==> src/pxcal_regs.vh <==
// Purpose: Register offsets, field positions and timing figures of the proximity calibration block
// Assumes: APB byte addresses are four times the register index
// Notes:   Definitions only
`ifndef PXCAL_REGS_VH
`define PXCAL_REGS_VH

// Register indices and byte addresses
`define PXCAL_IDX_HOLD_SKIP     12'h002
`define PXCAL_IDX_THRESH        12'h003
`define PXCAL_IDX_RECAL         12'h004
`define PXCAL_IDX_MODE          12'h000
`define PXCAL_IDX_STATUS        12'h005
`define PXCAL_ADDR_HOLD_SKIP    12'h008
`define PXCAL_ADDR_THRESH       12'h00c
`define PXCAL_ADDR_RECAL        12'h010
`define PXCAL_ADDR_MODE         12'h000
`define PXCAL_ADDR_STATUS       12'h014

// Field positions
`define PXCAL_SKIP_LSB          0
`define PXCAL_FP_HOLD_LSB       4
`define PXCAL_LP_HOLD_LSB       8
`define PXCAL_LEVEL_LSB         0
`define PXCAL_RATE_LSB          8
`define PXCAL_FP_RECAL_LSB      0
`define PXCAL_LP_RECAL_LSB      10
`define PXCAL_MODE_LP_BIT       0
`define PXCAL_SLEEP_LSB         2

// Reset values
`define PXCAL_RST_HOLD_SKIP     16'h0000
`define PXCAL_RST_THRESH        16'h0000
`define PXCAL_RST_RECAL         16'h0000
`define PXCAL_RST_MODE          16'h0000

// Multipliers
`define PXCAL_FP_HOLD_MULT      16
`define PXCAL_LP_HOLD_MULT      4
`define PXCAL_LSB_SCALE_SHIFT   4

// Low power inter-sequence delay unit, in ms, and clock rate in kHz
`define PXCAL_SLEEP_UNIT_MS     200
`define PXCAL_CLK_KHZ           40000
`define PXCAL_SLEEP_UNIT_CYC    (`PXCAL_SLEEP_UNIT_MS * `PXCAL_CLK_KHZ)

`endif

==> src/pxcal_top.v <==
// Purpose: Per-stage proximity detection and ambient calibration control
// Assumes: Converter results arrive with a per-result valid strobe on pclk
// Notes:   Hold-off and recalibration times are counted in conversion sequences, marked by seq_end; sleep in pclk cycles
//
// Register access over APB was chosen for this implementation.
`include "pxcal_regs.vh"
`timescale 1ns/1ps
`default_nettype none

module pxcal_top #(
    parameter STAGES    = 12,
    parameter DW        = 16,
    parameter SLEEP_CYC = `PXCAL_SLEEP_UNIT_CYC
) (
    // APB
    input  wire                pclk,
    input  wire                presetn,
    input  wire                psel,
    input  wire                penable,
    input  wire                pwrite,
    input  wire [11:0]         paddr,
    input  wire [31:0]         pwdata,
    output reg  [31:0]         prdata,
    output reg                 pready,
    output reg                 pslverr,
    // Converter results
    input  wire                conv_valid,
    input  wire [3:0]          conv_stage,
    input  wire [DW-1:0]       conv_data,
    input  wire                seq_end,
    input  wire [STAGES-1:0]   slow_update_lvl_hit,
    // Sequencer control
    output reg                 conv_start,
    // Per-stage results
    output reg  [STAGES-1:0]   proximity,
    output reg  [STAGES-1:0]   cal_enable,
    output reg  [STAGES-1:0]   slow_queue_take,
    output reg  [STAGES-1:0]   force_recal
);

    // ********************************
    // Register file
    // ********************************
    reg [15:0] hold_skip_reg;
    reg [15:0] thresh_reg;
    reg [15:0] recal_reg;
    reg [15:0] mode_reg;

    wire [3:0] fast_queue_skip_count      = hold_skip_reg[`PXCAL_SKIP_LSB +: 4];
    wire [3:0] full_power_cal_hold_count  = hold_skip_reg[`PXCAL_FP_HOLD_LSB +: 4];
    wire [3:0] low_power_cal_hold_count   = hold_skip_reg[`PXCAL_LP_HOLD_LSB +: 4];
    wire [7:0] hover_compare_level        = thresh_reg[`PXCAL_LEVEL_LSB +: 8];
    wire [5:0] detect_rate                = thresh_reg[`PXCAL_RATE_LSB +: 6];
    wire [9:0] full_power_recal_timeout   = recal_reg[`PXCAL_FP_RECAL_LSB +: 10];
    wire [5:0] low_power_recal_timeout    = recal_reg[`PXCAL_LP_RECAL_LSB +: 6];
    wire       low_power                  = mode_reg[`PXCAL_MODE_LP_BIT];
    wire [1:0] sleep_interval_select      = mode_reg[`PXCAL_SLEEP_LSB +: 2];

    // Hold-off length in sequences, per mode
    wire [9:0] hold_len = low_power ?
        {4'h0, low_power_cal_hold_count, 2'b00} :
        {2'h0, full_power_cal_hold_count, 4'h0};
    wire [9:0] recal_len = low_power ? {4'h0, low_power_recal_timeout}
                                     : full_power_recal_timeout;

    wire apb_setup = psel & ~penable;
    wire apb_wr    = psel & penable & pwrite & pready;

    // ********************************
    // Register writes
    // ********************************
    // A write lands only in the access cycle that pready closes
    wire wr_hold_skip = apb_wr && (paddr == `PXCAL_ADDR_HOLD_SKIP);
    wire wr_thresh    = apb_wr && (paddr == `PXCAL_ADDR_THRESH);
    wire wr_recal     = apb_wr && (paddr == `PXCAL_ADDR_RECAL);
    wire wr_mode      = apb_wr && (paddr == `PXCAL_ADDR_MODE);

    // Unused upper bits are stored as zero so that they read back as zero
    always @(posedge pclk or negedge presetn) begin
        if (!presetn) begin
            hold_skip_reg <= `PXCAL_RST_HOLD_SKIP;
            thresh_reg    <= `PXCAL_RST_THRESH;
            recal_reg     <= `PXCAL_RST_RECAL;
            mode_reg      <= `PXCAL_RST_MODE;
        end else begin
            if (wr_hold_skip) begin
                hold_skip_reg <= {4'h0, pwdata[11:0]};
            end
            if (wr_thresh) begin
                thresh_reg <= {2'b00, pwdata[13:0]};
            end
            if (wr_recal) begin
                recal_reg <= pwdata[15:0];
            end
            if (wr_mode) begin
                mode_reg <= {12'h000, pwdata[3:2], 1'b0, pwdata[0]};
            end
        end
    end

    // ********************************
    // APB answer
    // ********************************
    // Decode is combinational; the answer is registered in the setup cycle
    // so that pready, prdata and pslverr stand together for one cycle
    reg [31:0] rd_data_next;
    reg        rd_err_next;

    always @* begin
        rd_data_next = 32'h0000_0000;
        rd_err_next  = 1'b0;
        case (paddr)
        `PXCAL_ADDR_HOLD_SKIP: rd_data_next = {16'h0000, hold_skip_reg};
        `PXCAL_ADDR_THRESH:    rd_data_next = {16'h0000, thresh_reg};
        `PXCAL_ADDR_RECAL:     rd_data_next = {16'h0000, recal_reg};
        `PXCAL_ADDR_MODE:      rd_data_next = {16'h0000, mode_reg};
        `PXCAL_ADDR_STATUS:    rd_data_next = {16'h0000, 4'h0, proximity};
        default:               rd_err_next  = 1'b1;
        endcase
    end

    always @(posedge pclk or negedge presetn) begin
        if (!presetn) begin
            pready  <= 1'b0;
            pslverr <= 1'b0;
            prdata  <= 32'h0000_0000;
        end else begin
            // No wait state: answer comes in the first access cycle
            pready  <= apb_setup;
            pslverr <= apb_setup & rd_err_next;
            if (apb_setup) begin
                prdata <= rd_data_next;
            end
        end
    end

    // ********************************
    // Sequence pacing
    // ********************************
    // In low power the next sequence waits (select+1) sleep units after the last one ends;
    // counting from the end of a sequence makes the period conversion time plus sleep
    localparam [0:0] PACE_RUN   = 1'b0;
    localparam [0:0] PACE_SLEEP = 1'b1;

    reg  [0:0]  pace_state_reg;
    reg  [0:0]  pace_state_next;
    reg  [31:0] sleep_cnt_reg;
    reg  [31:0] sleep_cnt_next;
    reg         conv_start_next;
    wire [31:0] sleep_len = SLEEP_CYC * ({30'h0, sleep_interval_select} + 32'h1);

    always @* begin
        pace_state_next = pace_state_reg;
        sleep_cnt_next  = sleep_cnt_reg;
        conv_start_next = 1'b0;
        if (seq_end) begin
            if (low_power) begin
                pace_state_next = PACE_SLEEP;
                sleep_cnt_next  = 32'h0000_0000;
            end else begin
                conv_start_next = 1'b1;
            end
        end else begin
            case (pace_state_reg)
            PACE_RUN:   pace_state_next = PACE_RUN;
            PACE_SLEEP: begin
                if (sleep_cnt_reg >= sleep_len - 32'h1) begin
                    pace_state_next = PACE_RUN;
                    conv_start_next = 1'b1;
                end else begin
                    sleep_cnt_next = sleep_cnt_reg + 32'h1;
                end
            end
            default:    pace_state_next = PACE_RUN;
            endcase
        end
    end

    always @(posedge pclk or negedge presetn) begin
        if (!presetn) begin
            pace_state_reg <= PACE_RUN;
            sleep_cnt_reg  <= 32'h0000_0000;
            conv_start     <= 1'b0;
        end else begin
            pace_state_reg <= pace_state_next;
            sleep_cnt_reg  <= sleep_cnt_next;
            conv_start     <= conv_start_next;
        end
    end

    // ********************************
    // Fast queue pick
    // ********************************
    // Skip counter: fast queue takes one sequence out of skip+1
    reg  [3:0] skip_cnt_reg;
    reg        fq_take_reg;
    always @(posedge pclk or negedge presetn) begin
        if (!presetn) begin
            skip_cnt_reg <= 4'h0;
            fq_take_reg  <= 1'b1;
        end else if (seq_end) begin
            if (skip_cnt_reg >= fast_queue_skip_count) begin
                skip_cnt_reg <= 4'h0;
                fq_take_reg  <= 1'b1;
            end else begin
                skip_cnt_reg <= skip_cnt_reg + 4'h1;
                fq_take_reg  <= 1'b0;
            end
        end
    end

    // ********************************
    // Per-stage proximity and calibration control
    // ********************************
    genvar s;
    generate
        for (s = 0; s < STAGES; s = s + 1) begin : g_stage
            localparam [3:0] STAGE_ID = s;

            reg  [DW-1:0] fq_reg [0:3];
            reg  [DW-1:0] ambient_reg;
            reg  [DW-1:0] ambient_next;
            reg  [9:0]    hold_cnt_reg;
            reg  [9:0]    hold_cnt_next;
            reg           holding_reg;
            reg           holding_next;
            reg           cal_next;
            reg  [9:0]    recal_cnt_reg;
            reg  [9:0]    recal_cnt_next;
            reg           recal_fire;
            reg           take_now;
            wire          hit = conv_valid && (conv_stage == STAGE_ID);

            // Comparators read the queue as it stands, so a new sample
            // reaches the proximity flag two cycles after its strobe
            wire [DW+1:0] fq_sum = {2'b00, fq_reg[0]} + {2'b00, fq_reg[1]}
                                 + {2'b00, fq_reg[2]} + {2'b00, fq_reg[3]};
            wire [DW-1:0] fq_avg = fq_sum[DW+1:2];
            wire [DW-1:0] d13 = (fq_reg[1] > fq_reg[3]) ? fq_reg[1] - fq_reg[3]
                                                        : fq_reg[3] - fq_reg[1];
            wire [DW-1:0] dav = (fq_avg > ambient_reg) ? fq_avg - ambient_reg
                                                       : ambient_reg - fq_avg;
            wire [DW+3:0] rate_lim  = {{(DW-6){1'b0}}, detect_rate, 4'h0};
            wire [DW+3:0] level_lim = {{(DW-8){1'b0}}, hover_compare_level, 4'h0};
            wire cmp1 = {4'h0, d13} > rate_lim;
            wire cmp2 = {4'h0, dav} > level_lim;
            wire prox_now = cmp1 | cmp2;

            // ****************************
            // Fast queue, word 0 newest
            // ****************************
            always @(posedge pclk or negedge presetn) begin
                if (!presetn) begin
                    fq_reg[0] <= {DW{1'b0}};
                    fq_reg[1] <= {DW{1'b0}};
                    fq_reg[2] <= {DW{1'b0}};
                    fq_reg[3] <= {DW{1'b0}};
                end else if (hit && fq_take_reg) begin
                    fq_reg[0] <= conv_data;
                    fq_reg[1] <= fq_reg[0];
                    fq_reg[2] <= fq_reg[1];
                    fq_reg[3] <= fq_reg[2];
                end
            end

            // ****************************
            // Calibration gate and hold-off
            // ****************************
            // The counter restarts from zero only while proximity is present
            always @* begin
                holding_next  = holding_reg;
                hold_cnt_next = hold_cnt_reg;
                cal_next      = cal_enable[s];
                if (prox_now) begin
                    cal_next      = 1'b0;
                    holding_next  = 1'b1;
                    hold_cnt_next = 10'h000;
                end else if (holding_reg) begin
                    if (hold_cnt_reg >= hold_len) begin
                        holding_next = 1'b0;
                        cal_next     = 1'b1;
                    end else if (seq_end) begin
                        hold_cnt_next = hold_cnt_reg + 10'h001;
                    end
                end else begin
                    cal_next = 1'b1;
                end
            end

            // ****************************
            // Forced recalibration
            // ****************************
            always @* begin
                recal_cnt_next = recal_cnt_reg;
                recal_fire     = 1'b0;
                if (!cmp2) begin
                    recal_cnt_next = 10'h000;
                end else if (seq_end) begin
                    if (recal_cnt_reg + 10'h001 >= recal_len) begin
                        recal_fire     = 1'b1;
                        recal_cnt_next = 10'h000;
                    end else begin
                        recal_cnt_next = recal_cnt_reg + 10'h001;
                    end
                end
            end

            // ****************************
            // Ambient value
            // ****************************
            // A take needs proximity clear and a forced load needs comparator two,
            // so the two sources never meet in one cycle
            always @* begin
                take_now     = hit && slow_update_lvl_hit[s] && !prox_now && !holding_reg;
                ambient_next = ambient_reg;
                if (recal_fire) begin
                    ambient_next = fq_avg;
                end else if (take_now) begin
                    ambient_next = conv_data;
                end
            end

            // ****************************
            // Stage state and outputs
            // ****************************
            always @(posedge pclk or negedge presetn) begin
                if (!presetn) begin
                    ambient_reg        <= {DW{1'b0}};
                    hold_cnt_reg       <= 10'h000;
                    holding_reg        <= 1'b0;
                    recal_cnt_reg      <= 10'h000;
                    proximity[s]       <= 1'b0;
                    cal_enable[s]      <= 1'b1;
                    slow_queue_take[s] <= 1'b0;
                    force_recal[s]     <= 1'b0;
                end else begin
                    ambient_reg        <= ambient_next;
                    hold_cnt_reg       <= hold_cnt_next;
                    holding_reg        <= holding_next;
                    recal_cnt_reg      <= recal_cnt_next;
                    proximity[s]       <= prox_now;
                    cal_enable[s]      <= cal_next;
                    slow_queue_take[s] <= take_now;
                    force_recal[s]     <= recal_fire;
                end
            end
        end
    endgenerate

endmodule // pxcal_top

`default_nettype wire

==> config.mk <==
export PLATFORM = sky130hd
export DESIGN_NAME = pxcal_top
export DESIGN_NICKNAME = d
export VERILOG_FILES = /design/src/pxcal_top.v
export VERILOG_INCLUDE_DIRS = /design/src /design/src/src
export SDC_FILE = /design/constraint.sdc
export NUM_CORES = 2
export LEC_CHECK = 0
export BUFFER_PORTS_ARGS = -buffer_cell sky130_fd_sc_hd__buf_2
export CORE_MARGIN = 1
export CORE_UTILIZATION = 45
export CTS_BUF_LIST = sky130_fd_sc_hd__clkbuf_16
export CTS_CLUSTER_DIAMETER = 100
export CTS_CLUSTER_SIZE = 40
export DETAILED_ROUTE_END_ITERATION = 12
export PLACE_DENSITY = 0.68
export SYNTH_ARGS = -nofsm -noshare
export SYNTH_HDL_FRONTEND = slang
export SYNTH_SLANG_ARGS = --single-unit
==> constraint.sdc <==
create_clock -name pclk -period 28.8 [get_ports pclk]
set_input_delay 5.76 -clock pclk [delete_from_list [all_inputs] [get_ports pclk]]
set_output_delay 5.76 -clock pclk [all_outputs]
set_load 0.01 [all_outputs]
# Word level (Yosys, flattened, before mapping)
# Index checks and enable logic that the tools add are counted.
# totals
reg_bits	1378
inputBits	83
out_inout_bits	83
elab_cells	814
# op_classes
add_sub_neg	112
mul	1
magnitude_cmp	74
n_eq_ne	53
n_mux	258
n_bitwise	19
n_reduce_logical	141
# ops
op	count
$mux W10	85
$mux W16	48
$sub A16 B16 Y16	48
$gt A16 B16 Y1	24
$add A10 B1 Y10 const B	24
$add A17 B16 Y18	12
$add A18 B16 Y18	12
$add A16 B16 Y17	12
$gt A16 B10 Y1	12
$gt A16 B12 Y1	12
$mux W32	4
$ge A10 B10 Y1	12
$ge A10 B8 Y1	12
$mux W1	117
$pmux W16 S5	1
$reduce_bool A2 Y1	37
$logic_and A1 B1 Y1	64
$ne A2 B2 Y1 const B	25
$reduce_and A3 Y1	13
$ne A3 B1 Y1 const B	12
$add A32 B1 Y32 const B	1
$ge A32 B32 Y1	1
$sub A26 B1 Y27 const B	1
$eq A12 B4 Y1 const B	2
20 further kinds	67

# Logic depth before layout (Yosys ltp)
# logic_depth
word_depth	12
mapped_depth	46
ltp_nobuf	42

# Worst setup path before layout
# No wires, ideal clock.
# synth_path
path_type	register to register
start	register g_stage[5].fq_reg[1] (netlist name)
end	register g_stage[5].ambient_reg[10]
setup_ps	126
arrival_ps	8952
required_ps	28674
path_slack_ps	19722
stages_incl_launch_ff	38
path_buffers	2
synth_period_minus_slack_ps	9078
path_cell_list	dfrtp_1 inv_1 fa_1 inv_1 fa_1 ha_1 and4b_1 o211ai_1 a2111oi_0 a2111oi_0 nor3_1 a211o_1 a21oi_1 o21bai_1 a21oi_1 xor2_1 inv_1 ha_1 (+2 left out) or3_1 a211oi_2 nor2_1 a31oi_1 a31oi_1 xnor2_1 ha_1 a2111oi_0 o21ai_0 a221oi_1 nor2_1 a2111oi_1 nand4_1 or4_1 clkbuf_1 o21a_1 buf_2 a221o_1
# synth_via
elab_chain_cells	9
elab_cells_between_ends	18
cone_classes	add/sub: 5; order compare: 4; mux: 4; bitwise: 1; reduce/logical: 4
# synth_rtl
item	line_no	text
start, declared	pxcal_top.v:220	reg [DW-1:0] fq_reg [0:3];
$add A18 B16 Y18	pxcal_top.v:237	+ {2'b00, fq_reg[2]} + {2'b00, fq_reg[3]};
$sub A16 B16 Y16, or another cell as far along	pxcal_top.v:242	: ambient_reg - fq_avg;
$mux W16	pxcal_top.v:241	wire [DW-1:0] dav = (fq_avg > ambient_reg) ? fq_avg - ambient_reg
$gt A16 B12 Y1	pxcal_top.v:246	wire cmp2 = {4'h0, dav} > level_lim;
$or A1 B1 Y1	pxcal_top.v:247	wire prox_now = cmp1 | cmp2;
$logic_not A1 Y1	pxcal_top.v:314	take_now = hit && slow_update_lvl_hit[s] && !prox_now && !holding_reg;
$logic_and A1 B1 Y1 (2 in series)	pxcal_top.v:314	
$reduce_bool A2 Y1 (no line)	n/a	
end signal, assigned	pxcal_top.v:328	ambient_reg <= {DW{1'b0}};
end signal, assigned	pxcal_top.v:337	ambient_reg <= ambient_next;
end, declared	pxcal_top.v:221	reg [DW-1:0] ambient_reg;
# Parallel ways exist; a longest one is shown, timed or not.
# A chain may end at the register's enable or synchronous reset.

# Worst setup path after layout
# layout_path
start	register g_stage[5].fq_reg[1] (netlist name)
end	register g_stage[5].ambient_reg[6]
# Same word-level chain as after synthesis.

==> flow_summary.yaml <==
placement:
  portBuffers: 133
  post-dp-hpwl_um: 239000
  gp_congestion: 0.943
routing:
  vias: 95084
  final_antenna_net_count: 0
  wl_per_cell_um: 19.4
  drt_wl_total_um: 327000
  drt_iter0_drc: 8487
  viasPerCell: 5.65
  first_pass_iters: 8
  drcViolationCount: 0
final_layout:
  fin_nets: 15209
  drive_gt1_share_pct: 5.12
  final_cell_mix: "1698 x inv_1, 1357 x ha_1, 1347 x dfrtp_1"
  largest_reg_flops: 768
  area_growth_pct: 5.91
  final_common_cell: "inv_1"
timing:
  tns_ns: 0
  rsz0062_at_grt: "false"
  min_period_ns: 12.27
  fmax_mhz: 81.5
  period_share_pct: 42.6
  hold_viol: 0
  tightest_slew_ns: 1.15
  final-max-slew-violation-count: 0
  max_slew_margin_pct: 22.3
  setup-violations-final: 0
  clock_skew_ns: 0.0669
global_route:
  grt_pass1_vias: 90189
  antenna_found_initial: 38
  grt_overflow: 0
  grt_max_degree: 165
  grt_pass1_wl_um: 515000
  track_usage_pct: 24.5
hold_path:
  hold_path.class: "reg -> reg"
floorplan:
  start_util_pct: 45.3
  ios: 166
  die_h_um: 513
  rows: 187
  die-area_um2: 263000
  die_x_um: 513
  core-area_um2: 260000
logic_synthesis:
  synth_warnings: 0
  synth-seq-area-share_pct: 29.0
  netlist_instances: 13534
  async_reset_ff_share_pct: 100
  synth.distinct_cells: 114
  ys_seq_elements: 1362
  synthFlopType: "dfrtp_1"
  synth-edff-count: 0
  syn_area_per_cell_um2: 8.69
  synthesis.area_um2: 118000
cts:
  post_cts_buffers: 0
  cts_made_buffers: 78
  ctsHoldBuffers: 0
  clk_latency_ns: 0.81
  root_buffer: "clkbuf_16"
  cts_buffer_depth: 3
  cts_sinks: 1362
  postCtsResizedCells: 0
  htreeDepth: 3
  clk_pin_slew_ns: 0.13
  cts_tree: "yes"
critical_path:
  path_class: "reg -> reg"
  cp.required_ns: 29.48
  cpPeakStageDelay_ns: 1.14
  end_kind: "register"
  crit_fanout: 16
  cpLargestDelayFamily: "compound AO/OA/AOI/OAI gates"
  cpMaxStageDelayCell: "or4_1"
  crit_buf_inv: 3
  start_kind: "register"
  arrival_ns: 12.95
run_status:
  status: "completed"
job:
  drv_cap: 0
## metrics by stage
| step | instance area (um^2) | std cells | hold slack (ns) | worst slack (ns) | util (%) |
|---|---|---|---|---|---|
| after floorplan | 118000 | 13556 | 0.450 | 19.72 | - |
| after global placement | 121000 | 16658 | 0.453 | 16.90 | 46.7 |
| after detailed placement | 121000 | 16658 | 0.454 | 16.71 | 46.7 |
| after CTS | 125000 | 16803 | 0.466 | 16.64 | 47.9 |
| after global routing | 125000 | 16809 | 0.493 | 15.68 | 47.9 |
| final | 125000 | 16819 | 0.453 | 16.53 | 48.0 |
## worst min-delay path: stages, from the launching register on
cell and delay [ns]:
dfrtp_1 0.36, nand2_1 0.05, o21ai_0 0.06
## cell usage after synthesis, types with 31 or more instances
master     number  area share (%)
and3_1        134            0.71
nor4_1         38            0.20
a21o_1        385             2.5
inv_1        1711             5.5
mux2_2        149             1.4
buf_2          87            0.37
nor2_1        789             2.5
o21bai_1       94            0.60
a2111oi_0      35            0.26
o21a_1        134            0.86
o211ai_1       79            0.50
and2_1         59            0.31
a211o_1        36            0.27
a22o_1         37            0.28
a21oi_1       800             3.4
a211oi_1       88            0.56
nand2_1      1345             4.3
xor2_1        293             2.2
o31ai_1        33            0.21
nand4_1       159            0.85
nor3_1        149            0.63
fa_1          433             7.4
o21ai_0      1197             5.1
nor2b_1       132            0.70
xnor2_1       368             2.7
a31oi_1       106            0.56
or3_1          62            0.33
nand2b_1      146            0.78
o22ai_1        31            0.16
ha_1         1357              14
a221o_1       139             1.2
mux2i_1       219             1.9
nand3_1       270             1.1
a221oi_1       68            0.51
clkbuf_1      404             1.3
dfrtp_1      1349              29
## final timing paths
check | cells past startpoint | slack (ns) | startpoint | endpoint
worst max-delay path | 35 | 16.53 | g_stage[5].fq_reg[1]$_DFFE_PN0P_ | g_stage[5].ambient_reg[6]$_DFFE_PN0P_
worst min-delay path | 2 | 0.45 | g_stage[7].fq_reg[26]$_DFFE_PN0P_ | g_stage[7].fq_reg[10]$_DFFE_PN0P_
worst max register to register | 35 | 16.53 | g_stage[5].fq_reg[1]$_DFFE_PN0P_ | g_stage[5].ambient_reg[6]$_DFFE_PN0P_
worst min register to register | 2 | 0.45 | g_stage[7].fq_reg[26]$_DFFE_PN0P_ | g_stage[7].fq_reg[10]$_DFFE_PN0P_
max in group asynchronous | 5 | 20.12 | presetn | g_stage[8].ambient_reg[6]$_DFFE_PN0P_
min in group asynchronous | 1 | 4.98 | presetn | g_stage[1].fq_reg[16]$_DFFE_PN0P_
## routing by layer
layer	vias up	share of wire, %	track usage, %
met4	4	3.2	7.56
met3	382	6.4	2.37
met5	-	0.0083	0
met1	45958	46	34.9
li1	46081	-	-
met2	2659	45	39.0
## logic make-up after synthesis
kind of cell	synth area share (%)
AO/OA/AOI/OAI	19.6
AND/OR/NAND/NOR	13.9
buffers and inverters	7.45
adder cells (fa/ha/maj)	21.8
flip-flops	29.0
XOR/XNOR	4.92
multiplexers	3.32
other	0.00639
## area by class of cell
cell class	count	area (um^2)
repair buffers	253	1620
clock buffers	78	1950
diodes	16	40.0
inverters	1713	6430
multi-input cells	9928	75000
well taps	3402	4260
fillers	25065	135000
flip-flops and latches	1362	34100
clock inverters	67	1180
Power is not shown: default switching activity piles up to over one toggle a cycle in this logic, so the estimate is an artifact.
